`config.mk`:
```
export PLATFORM = sky130hd
export DESIGN_NAME = ast_core
export DESIGN_NICKNAME = d
export VERILOG_FILES = /design/src/ast_pkg.sv /design/src/ast_tmr_if.sv /design/src/ast_bit_timer.sv /design/src/ast_core.sv
export SDC_FILE = /design/constraint.sdc
export NUM_CORES = 1
export LEC_CHECK = 0
export BUFFER_PORTS_ARGS = -buffer_cell sky130_fd_sc_hd__buf_4
export CAP_MARGIN = 20
export CORE_MARGIN = 10
export CORE_UTILIZATION = 23
export DETAILED_ROUTE_END_ITERATION = 10
export HOLD_SLACK_MARGIN = 0.15
export PLACE_DENSITY = 0.41
export SETUP_SLACK_MARGIN = 0.5
export SLEW_MARGIN = 20
export SYNTH_ARGS = -nofsm -noshare
export SYNTH_HDL_FRONTEND = slang
export SYNTH_HIERARCHICAL = 1
export SYNTH_SLANG_ARGS = --single-unit
export TNS_END_PERCENT = 5
```
`constraint.sdc`:
```
create_clock -name ref_clk -period 2.95 [get_ports ref_clk]
set_clock_uncertainty 0.1 [all_clocks]
set_input_delay 0.59 -clock ref_clk [delete_from_list [all_inputs] [get_ports ref_clk]]
set_output_delay 0.59 -clock ref_clk [all_outputs]
set_load 0.01 [all_outputs]
```
`src/ast_pkg.sv`:
```
// constants, register map and state encodings of the async serial core
package ast_pkg;
  localparam int          ADDR_W      = 18;
  localparam int          DATA_W      = 32;
  localparam logic [15:0] IDX_MODE    = 16'hFF50;
  localparam logic [15:0] IDX_TXBUF   = 16'hFF51;
  localparam logic [15:0] IDX_RXBUF   = 16'hFF52;
  localparam logic [15:0] IDX_ERR     = 16'hFF53;
  localparam logic [15:0] IDX_AUX     = 16'hFF54;
  localparam logic [15:0] IDX_TXSTAT  = 16'hFF55;
  localparam logic [15:0] IDX_BAUD    = 16'hFF57;
  localparam logic [1:0]  IDX_LSB     = 2'b00;
  localparam logic [ADDR_W-1:0] ADDR_MODE   = {IDX_MODE, IDX_LSB};
  localparam logic [ADDR_W-1:0] ADDR_TXBUF  = {IDX_TXBUF, IDX_LSB};
  localparam logic [ADDR_W-1:0] ADDR_RXBUF  = {IDX_RXBUF, IDX_LSB};
  localparam logic [ADDR_W-1:0] ADDR_ERR    = {IDX_ERR, IDX_LSB};
  localparam logic [ADDR_W-1:0] ADDR_AUX    = {IDX_AUX, IDX_LSB};
  localparam logic [ADDR_W-1:0] ADDR_TXSTAT = {IDX_TXSTAT, IDX_LSB};
  localparam logic [ADDR_W-1:0] ADDR_BAUD   = {IDX_BAUD, IDX_LSB};

  localparam logic [7:0]  MODE_RST    = 8'h01;
  localparam logic [7:0]  ERR_RST     = 8'h00;
  localparam logic [7:0]  TXBUF_RST   = 8'hFF;
  localparam logic [7:0]  RXBUF_RST   = 8'hFF;
  localparam logic [7:0]  AUX_RST     = 8'h00;
  localparam logic [7:0]  BAUD_RST    = 8'hFF;
  localparam logic [7:0]  AUX_BREAK_MASK = 8'hC0;
  localparam logic [23:0] RD_PAD      = 24'h000000;
  localparam logic [31:0] RD_ZERO     = 32'h00000000;

  localparam int MODE_POWER = 7;
  localparam int MODE_TXE   = 6;
  localparam int MODE_RXE   = 5;
  localparam int MODE_PAR_H = 4;
  localparam int MODE_PAR_L = 3;
  localparam int MODE_CL    = 2;
  localparam int MODE_SL    = 1;
  localparam int MODE_ROUTE = 0;
  localparam int ERR_PE     = 2;
  localparam int ERR_FE     = 1;
  localparam int ERR_OVR    = 0;
  localparam int TXS_FULL   = 1;
  localparam int TXS_BUSY   = 0;

  localparam logic [1:0] PAR_NONE = 2'b00;
  localparam logic [1:0] PAR_ZERO = 2'b01;
  localparam logic [1:0] PAR_ODD  = 2'b10;
  localparam logic [1:0] PAR_EVEN = 2'b11;

  localparam logic [2:0] BIT_FIRST  = 3'd0;
  localparam logic [2:0] BIT_LAST7  = 3'd6;
  localparam logic [2:0] BIT_LAST8  = 3'd7;
  localparam logic [2:0] BIT_STEP   = 3'd1;
  localparam logic [1:0] AGE_ZERO   = 2'd0;
  localparam logic [1:0] AGE_STEP   = 2'd1;
  localparam logic [1:0] BAUD_AGE   = 2'd2;
  localparam logic [7:0] CNT_LAST   = 8'h01;
  localparam logic [7:0] CNT_STEP   = 8'h01;
  localparam logic [7:0] CNT_ZERO   = 8'h00;

  typedef enum logic [2:0] {
    TX_IDLE  = 3'b000,
    TX_START = 3'b001,
    TX_DATA  = 3'b010,
    TX_PAR   = 3'b011,
    TX_STOP1 = 3'b100,
    TX_STOP2 = 3'b101
  } ast_tx_state_t;

  typedef enum logic [2:0] {
    RX_IDLE  = 3'b000,
    RX_START = 3'b001,
    RX_DATA  = 3'b010,
    RX_PAR   = 3'b011,
    RX_STOP  = 3'b100
  } ast_rx_state_t;
endpackage

```
`src/ast_tmr_if.sv`:
```
// bit timer control bundle between the core and one bit timer
`timescale 1ns/100ps
interface ast_tmr_if;
  logic       restart;
  logic       half;
  logic       run;
  logic       base_fall;
  logic [7:0] divisor;
  logic       tick;
  modport ctrl (output restart, output half, output run, output base_fall, output divisor, input tick);
  modport tmr  (input restart, input half, input run, input base_fall, input divisor, output tick);
endinterface

```
`src/ast_bit_timer.sv`:
```
// bit period counter clocked by ref_clk, stepped on base clock falling edges
`timescale 1ns/100ps
module ast_bit_timer
  import ast_pkg::*;
(
  input wire logic ref_clk,
  input wire logic rst_n,
  ast_tmr_if.tmr   t
);
  typedef struct packed {
    logic [7:0] cnt;
  } ast_tmr_state_t;

  ast_tmr_state_t st;
  ast_tmr_state_t next_st;

  // tick only on a falling base edge so every bit change lands on that edge
  assign t.tick = t.run && t.base_fall && !t.restart && (st.cnt == CNT_LAST);

  always_comb
  begin
    next_st = st;
    if (t.restart)
    begin
      // half period first lets the receiver sample mid-bit
      next_st.cnt = t.half ? {1'b0, t.divisor[7:1]} : t.divisor;
    end
    else if (t.run && t.base_fall)
    begin
      if (st.cnt == CNT_LAST)
        next_st.cnt = t.divisor;
      else
        next_st.cnt = st.cnt - CNT_STEP;
    end
  end

  always_ff @(posedge ref_clk or negedge rst_n)
  begin
    if (!rst_n)
      st <= '{cnt: CNT_ZERO};
    else
      st <= next_st;
  end
endmodule

```
`src/ast_core.sv`:
```
// async serial transmit/receive core with apb register slave
`timescale 1ns/100ps
module ast_core
  import ast_pkg::*;
(
  input  wire logic              ref_clk,
  input  wire logic              rst_n,
  input  wire logic              psel,
  input  wire logic              penable,
  input  wire logic              pwrite,
  input  wire logic [ADDR_W-1:0] paddr,
  input  wire logic [DATA_W-1:0] pwdata,
  output logic      [DATA_W-1:0] prdata,
  output logic                   pready,
  output logic                   pslverr,
  input  wire logic              base_clk,
  input  wire logic              serial_in_pin,
  output logic                   serial_out_pin,
  output logic                   tx_complete_irq,
  output logic                   rx_complete_irq,
  output logic                   rx_error_irq
);
  typedef struct packed {
    logic [7:0]      mode;
    logic [7:0]      err;
    logic [7:0]      txbuf;
    logic [7:0]      rxbuf;
    logic [7:0]      aux;
    logic [7:0]      baud;
    logic            tx_full;
    logic            tx_busy;
    logic            rx_full;
    logic [31:0]     rdata;
    logic            base_q;
    logic [1:0]      age;
    ast_tx_state_t   tx_st;
    logic [7:0]      tx_sh;
    logic [2:0]      tx_cnt;
    logic            tx_par;
    logic            tx_out;
    logic            tx_rst;
    ast_rx_state_t   rx_st;
    logic [7:0]      rx_sh;
    logic [2:0]      rx_cnt;
    logic            rx_par;
    logic            rx_pe;
    logic            rx_rst;
    logic            rx_half;
    logic            tx_done;
    logic            rx_ok;
    logic            rx_bad;
  } ast_core_state_t;

  localparam ast_core_state_t ST_RST = '{
    mode: MODE_RST, err: ERR_RST, txbuf: TXBUF_RST, rxbuf: RXBUF_RST, aux: AUX_RST, baud: BAUD_RST,
    tx_full: 1'b0, tx_busy: 1'b0, rx_full: 1'b0, rdata: RD_ZERO, base_q: 1'b0, age: AGE_ZERO,
    tx_st: TX_IDLE, tx_sh: TXBUF_RST, tx_cnt: BIT_FIRST, tx_par: 1'b0, tx_out: 1'b1, tx_rst: 1'b0,
    rx_st: RX_IDLE, rx_sh: RXBUF_RST, rx_cnt: BIT_FIRST, rx_par: 1'b0, rx_pe: 1'b0, rx_rst: 1'b0,
    rx_half: 1'b0, tx_done: 1'b0, rx_ok: 1'b0, rx_bad: 1'b0};

  ast_core_state_t st;
  ast_core_state_t next_st;

  ast_tmr_if tx_t ();
  ast_tmr_if rx_t ();

  logic       power;
  logic       tx_en;
  logic       rx_en;
  logic       base_fall;
  logic       baud_ok;
  logic       rx_line;
  logic       setup;
  logic       acc;
  logic       mapped;
  logic       wr_txbuf;
  logic       err_rd;
  logic       rx_stop_tick;
  logic [1:0] par_mode;
  logic [2:0] last_bit;

  assign power     = st.mode[MODE_POWER];
  assign tx_en     = power && st.mode[MODE_TXE];
  assign rx_en     = power && st.mode[MODE_RXE];
  assign par_mode  = {st.mode[MODE_PAR_H], st.mode[MODE_PAR_L]};
  assign last_bit  = st.mode[MODE_CL] ? BIT_LAST8 : BIT_LAST7;
  assign base_fall = st.base_q && !base_clk;
  assign baud_ok   = (st.age == BAUD_AGE);
  assign rx_line   = power ? serial_in_pin : 1'b1;
  assign setup     = psel && !penable;
  assign acc       = psel && penable;
  assign mapped    = (paddr == ADDR_MODE) || (paddr == ADDR_TXBUF) || (paddr == ADDR_RXBUF) ||
                     (paddr == ADDR_ERR) || (paddr == ADDR_AUX) || (paddr == ADDR_TXSTAT) ||
                     (paddr == ADDR_BAUD);
  assign wr_txbuf  = acc && pwrite && (paddr == ADDR_TXBUF);
  assign err_rd    = acc && !pwrite && (paddr == ADDR_ERR);
  assign rx_stop_tick = rx_en && (st.rx_st == RX_STOP) && rx_t.tick;

  // zero wait states; read data is captured in the setup cycle
  assign pready  = 1'b1;
  assign pslverr = acc && !mapped;
  assign prdata  = st.rdata;

  assign serial_out_pin  = st.tx_out;
  assign tx_complete_irq = st.tx_done;
  assign rx_complete_irq = st.rx_ok;
  assign rx_error_irq    = st.rx_bad;

  assign tx_t.restart   = st.tx_rst;
  assign tx_t.half      = 1'b0;
  assign tx_t.run       = baud_ok && tx_en && (st.tx_st != TX_IDLE);
  assign tx_t.base_fall = base_fall;
  assign tx_t.divisor   = st.baud;
  assign rx_t.restart   = st.rx_rst;
  assign rx_t.half      = st.rx_half;
  assign rx_t.run       = baud_ok && rx_en && (st.rx_st != RX_IDLE);
  assign rx_t.base_fall = base_fall;
  assign rx_t.divisor   = st.baud;

  ast_bit_timer u_tx_tmr (.ref_clk(ref_clk), .rst_n(rst_n), .t(tx_t.tmr));
  ast_bit_timer u_rx_tmr (.ref_clk(ref_clk), .rst_n(rst_n), .t(rx_t.tmr));

  always_comb
  begin
    logic [7:0] tx_data;
    logic [7:0] rx_data;
    logic       pe;
    logic       fe;
    logic       ovr;
    next_st = st;
    tx_data = st.mode[MODE_CL] ? st.txbuf : {1'b0, st.txbuf[6:0]};
    rx_data = st.mode[MODE_CL] ? st.rx_sh : {1'b0, st.rx_sh[7:1]};
    pe      = 1'b0;
    fe      = 1'b0;
    ovr     = 1'b0;
    next_st.base_q  = base_clk;
    next_st.tx_rst  = 1'b0;
    next_st.rx_rst  = 1'b0;
    next_st.rx_half = 1'b0;
    next_st.tx_done = 1'b0;
    next_st.rx_ok   = 1'b0;
    next_st.rx_bad  = 1'b0;
    if (power && base_fall && (st.age != BAUD_AGE))
      next_st.age = st.age + AGE_STEP;

    // register bus
    if (setup)
    begin
      next_st.rdata = RD_ZERO;
      case (paddr)
        ADDR_MODE:   next_st.rdata = {RD_PAD, st.mode};
        ADDR_TXBUF:  next_st.rdata = {RD_PAD, st.txbuf};
        ADDR_RXBUF:  next_st.rdata = {RD_PAD, st.rxbuf};
        ADDR_ERR:    next_st.rdata = {RD_PAD, st.err};
        ADDR_AUX:    next_st.rdata = {RD_PAD, st.aux};
        ADDR_TXSTAT: next_st.rdata = {RD_PAD, 6'b000000, st.tx_full, st.tx_busy};
        ADDR_BAUD:   next_st.rdata = {RD_PAD, st.baud};
        default:     next_st.rdata = RD_ZERO;
      endcase
    end
    if (acc && pwrite)
    begin
      case (paddr)
        ADDR_MODE:  next_st.mode = pwdata[7:0];
        ADDR_AUX:   next_st.aux  = pwdata[7:0];
        ADDR_BAUD:  next_st.baud = pwdata[7:0];
        ADDR_TXBUF:
        begin
          next_st.txbuf = pwdata[7:0];
          if (tx_en)
            next_st.tx_full = 1'b1;
        end
        default:    next_st.mode = st.mode;
      endcase
    end
    // clear first so a same-cycle error still lands
    if (err_rd)
      next_st.err = ERR_RST;
    if (acc && !pwrite && (paddr == ADDR_RXBUF))
      next_st.rx_full = 1'b0;

    // transmitter
    case (st.tx_st)
      TX_IDLE:
      begin
        next_st.tx_out = 1'b1;
        if (tx_en && baud_ok && st.tx_full && base_fall)
        begin
          next_st.tx_sh   = tx_data;
          next_st.tx_par  = (par_mode == PAR_ODD) ? ~^tx_data : ((par_mode == PAR_EVEN) ? ^tx_data : 1'b0);
          next_st.tx_full = 1'b0;
          next_st.tx_busy = 1'b1;
          next_st.tx_out  = 1'b0;
          next_st.tx_rst  = 1'b1;
          next_st.tx_st   = TX_START;
        end
      end
      TX_START:
      begin
        if (tx_t.tick)
        begin
          next_st.tx_out = st.tx_sh[0];
          next_st.tx_sh  = {1'b1, st.tx_sh[7:1]};
          next_st.tx_cnt = BIT_FIRST;
          next_st.tx_st  = TX_DATA;
        end
      end
      TX_DATA:
      begin
        if (tx_t.tick)
        begin
          if (st.tx_cnt == last_bit)
          begin
            next_st.tx_out = (par_mode == PAR_NONE) ? 1'b1 : st.tx_par;
            next_st.tx_st  = (par_mode == PAR_NONE) ? TX_STOP1 : TX_PAR;
          end
          else
          begin
            next_st.tx_out = st.tx_sh[0];
            next_st.tx_sh  = {1'b1, st.tx_sh[7:1]};
            next_st.tx_cnt = st.tx_cnt + BIT_STEP;
          end
        end
      end
      TX_PAR:
      begin
        if (tx_t.tick)
        begin
          next_st.tx_out = 1'b1;
          next_st.tx_st  = TX_STOP1;
        end
      end
      TX_STOP1, TX_STOP2:
      begin
        if (tx_t.tick && (st.tx_st == TX_STOP1) && st.mode[MODE_SL])
          next_st.tx_st = TX_STOP2;
        else if (tx_t.tick)
        begin
          next_st.tx_done = 1'b1;
          if (st.tx_full)
          begin
            // next byte moves in the same cycle the completion pulse is raised
            next_st.tx_sh   = tx_data;
            next_st.tx_par  = (par_mode == PAR_ODD) ? ~^tx_data : ((par_mode == PAR_EVEN) ? ^tx_data : 1'b0);
            next_st.tx_full = 1'b0;
            next_st.tx_out  = 1'b0;
            next_st.tx_rst  = 1'b1;
            next_st.tx_st   = TX_START;
          end
          else
          begin
            next_st.tx_busy = 1'b0;
            next_st.tx_st   = TX_IDLE;
          end
        end
      end
      default: next_st.tx_st = TX_IDLE;
    endcase

    // receiver
    case (st.rx_st)
      RX_IDLE:
      begin
        if (rx_en && baud_ok && !rx_line)
        begin
          next_st.rx_rst  = 1'b1;
          next_st.rx_half = 1'b1;
          next_st.rx_st   = RX_START;
        end
      end
      RX_START:
      begin
        if (rx_t.tick)
        begin
          next_st.rx_cnt = BIT_FIRST;
          next_st.rx_par = 1'b0;
          next_st.rx_st  = rx_line ? RX_IDLE : RX_DATA;
        end
      end
      RX_DATA:
      begin
        if (rx_t.tick)
        begin
          next_st.rx_sh  = {rx_line, st.rx_sh[7:1]};
          next_st.rx_par = st.rx_par ^ rx_line;
          next_st.rx_cnt = st.rx_cnt + BIT_STEP;
          if (st.rx_cnt == last_bit)
            next_st.rx_st = (par_mode == PAR_NONE) ? RX_STOP : RX_PAR;
        end
      end
      RX_PAR:
      begin
        if (rx_t.tick)
        begin
          // zero parity bit is received but never judged
          next_st.rx_pe = ((par_mode == PAR_ODD) && !(st.rx_par ^ rx_line)) ||
                          ((par_mode == PAR_EVEN) && (st.rx_par ^ rx_line));
          next_st.rx_st = RX_STOP;
        end
      end
      RX_STOP:
      begin
        if (rx_t.tick)
        begin
          pe  = st.rx_pe && (par_mode != PAR_NONE);
          fe  = !rx_line;
          ovr = st.rx_full;
          if (!st.rx_full)
          begin
            next_st.rxbuf   = rx_data;
            next_st.rx_full = 1'b1;
          end
          next_st.err[ERR_PE]  = next_st.err[ERR_PE] | pe;
          next_st.err[ERR_FE]  = next_st.err[ERR_FE] | fe;
          next_st.err[ERR_OVR] = next_st.err[ERR_OVR] | ovr;
          next_st.rx_bad = (pe || fe || ovr) && !st.mode[MODE_ROUTE];
          next_st.rx_ok  = !(pe || fe || ovr) || st.mode[MODE_ROUTE];
          next_st.rx_pe  = 1'b0;
          next_st.rx_st  = RX_IDLE;
        end
      end
      default: next_st.rx_st = RX_IDLE;
    endcase

    // disabled directions are held idle with pulses cleared; rxbuf, rx_full and err clear only at power off
    if (!tx_en)
    begin
      next_st.tx_st   = TX_IDLE;
      next_st.tx_out  = 1'b1;
      next_st.tx_full = 1'b0;
      next_st.tx_busy = 1'b0;
      next_st.tx_done = 1'b0;
    end
    if (!rx_en)
    begin
      next_st.rx_st  = RX_IDLE;
      next_st.rx_pe  = 1'b0;
      next_st.rx_ok  = 1'b0;
      next_st.rx_bad = 1'b0;
    end
    if (!power)
    begin
      next_st.age     = AGE_ZERO;
      next_st.err     = ERR_RST;
      next_st.aux     = next_st.aux & ~AUX_BREAK_MASK;
      next_st.rxbuf   = RXBUF_RST;
      next_st.rx_full = 1'b0;
    end
  end

  always_ff @(posedge ref_clk or negedge rst_n)
  begin
    if (!rst_n)
      st <= ST_RST;
    else
      st <= next_st;
  end
endmodule

```
=== Word-level counts from Yosys, hierarchy flattened ===
Cells that the tools add are included.
W data, S select, Z words.

* Bits in registers: 140
* Input bits: 57
* Word-level logic and storage cells: 275

* Add/subtract/negate cells: 5
* Equal/unequal tests: 59
* Multiplexer cells: 94
* Bitwise gates (word level): 4
* Reduce and logical (&&, ||, !) cells: 81

{| class="wikitable"
|+ Operators with widths
! operator !! number
|-
| $mux W8 || 18
|-
| $eq A18 B18 Y1 const B || 7
|-
| $pmux W8 S7 || 1
|-
| $mux W3 || 17
|-
| $ne A3 B3 Y1 const B || 15
|-
| $mux W11 || 3
|-
| $pmux W8 S4 || 1
|-
| $logic_and A1 B1 Y1 || 31
|-
| $pmux W3 S5 || 2
|-
| $mux W14 || 2
|-
| $mux W1 || 27
|-
| $mux W2 || 12
|-
| $ne A2 B2 Y1 const B || 11
|-
| $mux W17 || 1
|-
| $eq A8 B1 Y1 const B || 2
|-
| $mux W16 || 1
|-
| $sub A8 B1 Y8 const B || 2
|-
| $mux W15 || 1
|-
| $eq A3 B2 Y1 const B || 4
|-
| $ne A2 B1 Y1 const B || 6
|-
| $reduce_and A6 Y1 || 2
|-
| $reduce_bool A2 Y1 || 6
|-
| $logic_not A1 Y1 || 10
|-
| $logic_or A1 B1 Y1 || 10
|-
| other kinds (30) || 51
|}

=== Longest topological paths before layout ===
Gate-level depths: netlist of the first run.

* Depth after elaboration: 11
* Depth in mapped cells: 14
* Mapped depth without buffers: 12

=== Cells and area by module ===
The synthesis of the first run kept the hierarchy.

{| class="wikitable"
|+ By module, submodules not included
! module !! instances !! cells each !! area each (µm²) !! seq. area each (µm²)
|-
| ast_core || 1 || 514 || 5296.3 || 2404.8
|-
| ast_bit_timer || 2 || 78 || 671.9 || 200.2
|}

=== Worst setup path before layout of the first run ===
OpenSTA, ideal clock, no wires.

* Path kind: reg2reg
* From: register st, in the netlist power
* To: register st[92] (netlist bit)
* Library setup time: 0.081 ns
* Arrival: 2.904 ns
* Data required time: 2.769 ns
* Path slack: -0.136 ns
* Cell stages (with the launch flop): 13
* Cells stage by stage: dfrtp_1 > clkbuf_1 > nand2_1 > nor3b_1 > nand2_1 > or2_2 > buf_1 > nor2_1 > inv_1 > nor4b_1 > nand2_2 > buf_6 > o211ai_1

* Cells in the longest elaborated chain, start to end: 8
* Elaborated cells on any way between the ends: 11
* Those cells by class: 3 x eq/ne; 1 x mux; 7 x reduce/logical

{| class="wikitable"
|+ RTL lines
! what !! RTL line !! RTL
|-
| start, declared || ast_core.sv:61 || <nowiki>ast_core_state_t st;</nowiki>
|-
| start signal, assigned || ast_core.sv:356 || <nowiki>st <= next_st;</nowiki>
|-
| $logic_and A1 B1 Y1 || ast_core.sv:84 || <nowiki>assign rx_en = power && st.mode[MODE_RXE];</nowiki>
|-
| $logic_and A1 B1 Y1 (2 in a row) || ast_core.sv:116 || <nowiki>assign rx_t.run = baud_ok && rx_en && (st.rx_st != RX_IDLE);</nowiki>
|-
| net rx_t.run || ast_tmr_if.sv:6 || <nowiki>logic run;</nowiki>
|-
| $logic_and A1 B1 Y1 (3 in a row) || ast_bit_timer.sv:18 || <nowiki>assign t.tick = t.run && t.base_fall && !t.restart && (st.cnt == CNT_LAST);</nowiki>
|-
| net rx_t.tick || ast_tmr_if.sv:9 || <nowiki>logic tick;</nowiki>
|-
| $ne A2 B1 Y1 (no source line) || -- ||
|-
| $reduce_and A3 Y1 (no source line) || -- ||
|}

The timed path passes the listed nets, and every way through them passes these cells.
A chain may end at the register's enable or synchronous reset.

=== Worst setup path after layout of the first run ===
* From: register st[38] (netlist bit)
* To: register st[31] (netlist bit)

* Cells in the longest elaborated chain, start to end: 10
* Elaborated cells on any way between the ends: 16
* Those cells by class: 6 x eq/ne; 10 x reduce/logical

{| class="wikitable"
|+ RTL lines
! what !! RTL line !! RTL
|-
| $eq A2 B2 Y1 (*) || ast_core.sv:88 || <nowiki>assign baud_ok = (st.age == BAUD_AGE);</nowiki>
|-
| $logic_and A1 B1 Y1 (*) (2 in a row) || ast_core.sv:111 || <nowiki>assign tx_t.run = baud_ok && tx_en && (st.tx_st != TX_IDLE);</nowiki>
|-
| net tx_t.run || ast_tmr_if.sv:6 ||
|-
| $logic_and A1 B1 Y1 (*) (3 in a row) || ast_bit_timer.sv:18 ||
|-
| net tx_t.tick || ast_tmr_if.sv:9 ||
|-
| $logic_and A1 B1 Y1 (2 in a row) || ast_core.sv:235 || <nowiki>if (tx_t.tick && (st.tx_st == TX_STOP1) && st.mode[MODE_SL])</nowiki>
|-
| $ne A2 B2 Y1 (no source line) || -- ||
|-
| $reduce_and A8 Y1 (no source line) (*) || -- ||
|}

Mark *: on every way through the listed nets, which the timed path passes. The rest lies on a longest branch.

==> results of run 1 <==
synthesized netlist by cell type, drive strengths merged (5+ instances only):
master / number
o21ai: 70
dfrtp: 68
mux2: 53
nand2: 49
buf: 48
dfstp: 42
nor2: 41
a21oi: 37
mux2i: 28
a22oi: 25
clkbuf: 20
inv: 14
nor2b: 12
o211ai: 12
nand3: 11
xnor2: 10
or2: 9
nor3: 8
a22o: 7
ha: 7
xor2: 7
a211oi: 6
nand2b: 6
nor3b: 6
a21boi: 5
and3: 5
nor4: 5
or3: 5
state kept, by name (all words and copies together), names as in the netlist, 2 cells and up:
register and flops:
st 69, prdata 8, par_mode 2, u_rx_tmr/st 8
rx_t.divisor 8, u_tx_tmr/st 8
layer usage:
metal | up-vias | track usage | routed length [µm]
li1 | 2488 | - | -
met1 | 2557 | 0.1501 | 9643
met2 | 89 | 0.1697 | 8783
met3 | 17 | 0.02069 | 802
met4 | 2 | 0.03022 | 225
met5 | - | 0 | 9
metrics by stage:
step                      power, mW  cells
final                         2.921   1113
after global placement        1.695   1086
after CTS                     2.976   1112
after detailed placement      1.695   1086
after global routing          3.057   1113
after floorplan               1.617    694
final timing paths:
| kind | start | end | cells after the start |
|---|---|---|---|
| max | st[38] | st[31] | 13 |
| min | rst_n | rx_t.half | 1 |
| max reg2reg | st[38] | st[31] | 13 |
| min reg2reg | prdata[6] | prdata[6] | 2 |
| max in group asynchronous | rst_n | st[102] | 2 |
| min in group ref_clk | base_clk | st[40] | 1 |
logic make-up after synthesis:
logic type | Yosys count
other | 2
and+or+nand+nor | 182
AOI/OAI and AO/OA | 186
xor gates and xnor gates | 18
DFF | 110
adders and majority gates | 7
buffers and inverters | 82
muxes | 83
area by class of cell:
type                       instances  area [µm²]
fill                            3009       20670
multi-input combinational        502        3608
inverter                          14       52.55
sequential                       110        2808
tap                              384       480.5
timing repair buffer              87       701.9
clock buffer                       9       225.2
clock inverter                     7       73.82
worst max-delay path, cell delays in order, from the launching register on:
cell	delay, ps
sky130_fd_sc_hd__dfrtp_1	390
sky130_fd_sc_hd__inv_2	70
sky130_fd_sc_hd__ha_4	140
sky130_fd_sc_hd__and3_4	220
sky130_fd_sc_hd__o31a_1	220
sky130_fd_sc_hd__nand2_1	90
sky130_fd_sc_hd__or2_4	250
sky130_fd_sc_hd__nor2_4	180
sky130_fd_sc_hd__a21oi_2	70
sky130_fd_sc_hd__or2_4	260
sky130_fd_sc_hd__a32oi_4	300
sky130_fd_sc_hd__buf_6	160
sky130_fd_sc_hd__buf_16	120
sky130_fd_sc_hd__a21oi_1	60
report_power, final:
part	total [mW]	internal [mW]	switching [mW]
registers	1.51	1.51	0.00133
clock network	1.26	0.661	0.595
logic	0.152	0.0518	0.100
total	2.92	2.22	0.697
repair_timing:
action / CTS / global route
cloned: 1 / 0
setup buffers: 9 / 1
pin swaps: 6 / 5
resized for setup: 8 / 13
endpoints found under the setup margin: 47 / 48
==> run metrics, run 1 <==
number of CTS-inserted buffers=9; TritonCTS clock tree=done; arithmetic-cell share of the synthesized area counting full adders, half adders and majority gates=0.01319; post-detailed-route DRC marker count=0; share of synthesized area spent on multiplexers=0.1423; post-detailed-route via-to-cell ratio=4.630; final worst path period need=~2700 ps; Peak supply drop=0.2496 mV; leading cell types in the layout, fill and taps excluded=sky130_fd_sc_hd__buf_4 (83), sky130_fd_sc_hd__dfrtp_1 (66), sky130_fd_sc_hd__o21ai_0 (63); final setup violating endpoints=0; count of clock tree sinks=110; fraction of final layout cells with drive strength greater than 1=0.3484; total routed wirelength=approximately 19 mm; dominant cell type by area after synthesis=sky130_fd_sc_hd__dfrtp_1; # diodes=0; setup slack of the worst register-to-register path=240 ps; number of hold violations in the final report=0; Syn. warnings=6; sum of net half-perimeters after detailed placement=14.43 mm; number of global-route vias before repair=5,276; period utilisation layout=0.9185; IO Count=95; Fin Setup TNS=0 ps; clock tree root buffer cell=sky130_fd_sc_hd__clkbuf_16; Die Y=189.9 µm; largest net degree at the start of global routing=46; first-pass GRT wire length=about 31 mm; # nets final=788; area share of the largest cell type after synthesis=0.2563; Maximum Capacitance Violations=0; leakage component of the power=about 3.2 nW; violation count after the first detailed-route iteration=370; worst path required time=3140 ps; Finished Core Util=0.2777; distinct cell type count after synthesis=70; number of hold-repair buffers added at the cts stage=0; overall global routing resource usage=0.1089; transition time at the pin with the least slew margin=985.2 ps; predominant post-synthesis flop cell=sky130_fd_sc_hd__dfrtp_1; sequential share of the synthesized area=0.4225; flops & latches, synth=110; Post-Synth XOR/XNOR Area=0.02581; signed area change from the synthesized netlist to the final layout=19.73%; highest clock frequency the design can meet=369.1 MHz; cell area after layout=7950 µm²; Pwr per Cell Area=~370 nW/µm²; number of antenna violations at the first check in global routing=1; pre-CTS WS=50.41 ps; share of synthesized cell area in and, or, nand and nor gates=0.1500; Max-Slew Margin vs Limit=0.3346; Detail Route Antenna Nets=0; Core ar.=28,630 µm²; kind of launch point of the worst setup path=register; RSZ-0062 raised after global routing=true; total congestion overflow=0; most common cell after layout, fill and taps aside=sky130_fd_sc_hd__buf_4; clock latency on the worst-skew pair=360 ps; CTS max path bufs=2; full die area=between 30,000 and 40,000 µm²; number of optimization iterations in the first detailed-route pass=4; netlist area before placement=6640 µm²; total placed instance area=around 7500 µm²; Min-Delay Path Class=input pin to asynchronous set/reset pin; count of flip-flops with a built-in enable after synthesis=0; effective utilization at floorplan=0.2320; top post-synthesis cells by area=sky130_fd_sc_hd__dfrtp_1 (26%), sky130_fd_sc_hd__dfstp_2 (17%), sky130_fd_sc_hd__mux2_2 (8.0%), sky130_fd_sc_hd__o21ai_0 (4.8%), sky130_fd_sc_hd__mux2i_1 (4.2%); result of the run=finished clean; maximum net fanout on the critical path=8; Compound-Gate Fraction of Synth Area=0.1745; final max-slew violation count=0; RePlAce Congestion=approximately 0.8; drt wl/cell=17.49 µm; number of levels the H-tree was split into=3; PnR worst setup slack=240.5 ps; Port-buffer cells=45; arrival time of data at the critical path endpoint=2900 ps; number of standard cells after synthesis=670; chip width=189.9 µm; share of async-settable or async-resettable flops after synthesis=1.000; worst hold slack after final layout=161.3 ps; crit path capture type=register; total number of vias=around 5,200; Core Rows=62; clock slew at the register clock pins of the worst setup and hold paths=80 ps; Mapped Avg Cell Area=9.911 µm²; dominant combinational cell family by area after synthesis=compound AO/OA/AOI/OAI gates; critical setup path kind=register to register
(Power assumes the default switching activity.)
==> run 2: changes to the inputs <==
--- a/config.mk
+++ b/config.mk
@@ -5,13 +5,16 @@
 export SDC_FILE = /design/constraint.sdc
 export NUM_CORES = 1
 export LEC_CHECK = 0
+export ABC_AREA = 1
 export BUFFER_PORTS_ARGS = -buffer_cell sky130_fd_sc_hd__buf_4
 export CAP_MARGIN = 20
 export CORE_MARGIN = 10
 export CORE_UTILIZATION = 23
+export CTS_BUF_LIST = sky130_fd_sc_hd__clkbuf_2 sky130_fd_sc_hd__clkbuf_4 sky130_fd_sc_hd__clkbuf_8
 export DETAILED_ROUTE_END_ITERATION = 10
 export HOLD_SLACK_MARGIN = 0.15
 export PLACE_DENSITY = 0.41
+export REMOVE_ABC_BUFFERS = 1
 export SETUP_SLACK_MARGIN = 0.5
 export SLEW_MARGIN = 20
 export SYNTH_ARGS = -nofsm -noshare
==> run 2 against run 1 <==
Die area grew 4.1%. Via count grew 18%. Synthesized cell count grew 41%. Total power down 7.2%. Sequential power barely moved. Area after synthesis up 4.6%. Global-route usage about the same. Critical path depth fell by 3. Non-clock buffer count shrank 20. Clock power decreased by 24%. First-iteration DRC count up 12%. Largest cell class unchanged. Largest power group unchanged.
==> run metrics, run 2 <==
result of the run=finished clean; violation count after the first detailed-route iteration=415; clock slew at the register clock pins of the worst setup and hold paths=120 ps; final worst path period need=approximately 2400 ps; Finished Core Util=0.2689; period utilisation layout=0.8062; worst path required time=2260 ps; area occupied by registers=2805 µm²; fraction of final layout cells with drive strength greater than 1=0.1847; effective utilization at floorplan=0.2338; internal portion of total power=1.933 mW; post-detailed-route DRC marker count=0; sum of net half-perimeters after detailed placement=around 15 mm; final max-slew violation count=0; Top Family by Delay on Critical Path=simple AND/OR/NAND/NOR gates; Core ar.=29,720 µm²; sequential share of the synthesized area=0.4037; distinct cell type count after synthesis=50; top post-synthesis cells by area=sky130_fd_sc_hd__dfrtp_1 (24%), sky130_fd_sc_hd__dfstp_2 (16%), sky130_fd_sc_hd__nand2_1 (13%), sky130_fd_sc_hd__nand3_1 (7.5%), sky130_fd_sc_hd__inv_1 (6.3%); post-detailed-route via-to-cell ratio=4.342; leakage component of the power=roughly 3.8 nW; first-pass GRT wire length=33.19 mm; switching fraction of total power=0.2866; IO Count=95; clock network power share=0.355; share of async-settable or async-resettable flops after synthesis=1.000; total congestion overflow=0; critical setup path kind=input pin to primary output; worst hold slack after final layout=172.7 ps; Core Rows=63; Min-Delay Path Class=input pin to asynchronous set/reset pin; Peak supply drop=0.1863 mV; final instance count without filler cells=1,397; number of standard cells after synthesis=~950; total buffers and inverters traversed by the critical path=4; clock latency on the worst-skew pair=400 ps; count of clock tree sinks=110; predominant post-synthesis flop cell=sky130_fd_sc_hd__dfrtp_1; total number of vias=approximately 6,000; switching pwr=a little under 800 µW; total of fill cells in the finished design=3,275; # nets final=1,066; crit path capture type=primary output; Gate power share=0.077; largest register by flop count=st; number of levels the H-tree was split into=3; kind of launch point of the worst setup path=input pin; number of global-route vias before repair=5,898; Detail Route Antenna Nets=0; number of optimization iterations in the first detailed-route pass=4; top cells by instance count after synthesis=sky130_fd_sc_hd__nand2_1 (239), sky130_fd_sc_hd__inv_1 (117), sky130_fd_sc_hd__nand3_1 (104); signed area change from the synthesized netlist to the final layout=15.00%; Die Y=roughly 190 µm; full die area=between 30,000 and 40,000 µm²; RSZ-0062 raised after global routing=true; Critical Path, Cell by Cell=buf_4 -> inv_1 -> nand2_1 -> nor2_2 -> nand2_2 -> inv_1 -> o211ai_1 -> nand4_1 -> nor2_1 -> buf_4; chip width=193.8 µm; Port-buffer cells=45; transition time at the pin with the least slew margin=653.2 ps; count of flip-flops with a built-in enable after synthesis=0; Total Power Consumption=roughly 2.7 mW; final setup violating endpoints=0; drt wl/cell=14.69 µm; most frequent cell after synthesis=sky130_fd_sc_hd__nand2_1; max reg flops=69; number of antenna violations at the first check in global routing=0; netlist area before placement=6948 µm²; number of hold violations in the final report=0; # diodes=0; Maximum Capacitance Violations=0; Fin Setup TNS=0 ps; total area of multi-input combinational cells=3501 µm²; flops & latches, synth=between 100 and 150; number of CTS-inserted buffers=9; area share of the largest cell type after synthesis=0.2449; overall global routing resource usage=0.1087; clock tree root buffer cell=sky130_fd_sc_hd__clkbuf_8; highest clock frequency the design can meet=approximately 420 MHz; RePlAce Congestion=~0.82; highest-delay cell along the critical path=sky130_fd_sc_hd__nor2_2; maximum net fanout on the critical path=4; leading cell types in the layout, fill and taps excluded=sky130_fd_sc_hd__nand2_1 (233), sky130_fd_sc_hd__inv_1 (115), sky130_fd_sc_hd__nand3_1 (104); Cells after DPL=1,370; Pwr per Cell Area=339.1 nW/µm²; CTS max path bufs=2; arrival time of data at the critical path endpoint=1690 ps; most common cell after layout, fill and taps aside=sky130_fd_sc_hd__nand2_1; proportion of power drawn by flip-flops and latches=0.568; total routed wirelength=20.53 mm; dominant cell type by area after synthesis=sky130_fd_sc_hd__dfrtp_1; TritonCTS clock tree=done; Syn. warnings=6; largest net degree at the start of global routing=111; peak per-stage delay on the critical path=220 ps; Max-Slew Margin vs Limit=0.5645; Mapped Avg Cell Area=7.352 µm²
run 2: changes by cell type after synthesis, sizes merged, moves of 9 or more:
cell and change:
o211ai -10, nor2 +37, a21oi +9, nand3 +101, nor2b -12, inv +110, mux2i -22, mux2 -53
clkbuf -15, o21ai +38, a22oi -25, nand2 +199
run 2: final cells by class:
class | count | share of cell area
Inverter | 125 | 0.06044
Timing Repair Buffer | 67 | 0.06499
Multi-Input combinational cell | 689 | 0.4381
Sequential cell | 110 | 0.3511
Tap cell | 390 | 0.06107
Clock inverter | 6 | 0.007830
Clock buffer | 10 | 0.01644
run 2: worst reg2reg max path, cell delays in order (launching register included):
cell and delay [ps]:
sky130_fd_sc_hd__dfrtp_1 400, sky130_fd_sc_hd__nand2_2 140, sky130_fd_sc_hd__inv_4 130, sky130_fd_sc_hd__and3_1 180, sky130_fd_sc_hd__nand2_1 110, sky130_fd_sc_hd__inv_1 90
sky130_fd_sc_hd__nand2_2 100, sky130_fd_sc_hd__nor3_2 180, sky130_fd_sc_hd__buf_4 180, sky130_fd_sc_hd__nand2_1 110, sky130_fd_sc_hd__nor2_1 120, sky130_fd_sc_hd__inv_2 90
sky130_fd_sc_hd__o311ai_0 280
run 2: logic make-up after synthesis:
family / after synthesis / synth area share
buf+inv: 176 / 0.1185
mux: 6 / 0.008644
xor+xnor: 10 / 0.01261
other cells: 2 / 0.001081
flops: 110 / 0.4037
compound gates: 172 / 0.1311
fa+ha+maj: 7 / 0.01261
simple gates: 462 / 0.3117
run 2: routing by layer:
layer	wire length, µm	track usage	share of wire	vias up
met5	0	0	0	-
met4	261	0.02575	0.013	0
met3	427	0.01919	0.021	14
met2	9824	0.1772	0.48	54
met1	10010	0.1454	0.49	2877
li1	-	-	-	3121
run 2: final timing paths:
| check | from | endpoint | slack, ps | cells past startpoint |
|---|---|---|---|---|
| setup reg to reg | power | st[99] | 640 | 12 |
| max in group asynchronous | rst_n | power | 2110 | 2 |
| min in group ref_clk | base_clk | st[40] | 210 | 1 |
| hold reg to reg | st[9] | st[9] | 370 | 1 |
| hold / removal | rst_n | u_rx_tmr/st[4] | 170 | 2 |
| setup / recovery | paddr[7] | pslverr | 570 | 10 |
run 2: power groups by stage:
stage / clock (mW) / combinational, mW / sequential [mW]
after floorplan: 0 / 0.104 / 1.56
after global placement: 0 / 0.208 / 1.57
after detailed placement: 0 / 0.210 / 1.56
after CTS: 1.02 / 0.210 / 1.54
after global routing: 1.07 / 0.240 / 1.54
final: 0.962 / 0.209 / 1.54
run 2: metrics by stage:
step,cell area [µm²],worst slack (ps)
global placement,7639,176.8
CTS,7889,483.4
detailed placement,7639,88.55
finish,7990,571.8
floorplan,6710,322.8
global route,7990,456.7
run 2: timing repair:
action,CTS,global route
setup endpoints to repair,39,39
cloned,0,1
pin swaps,1,2
setup buffers,4,6
gates resized for setup,9,14
hold buffers,0,0
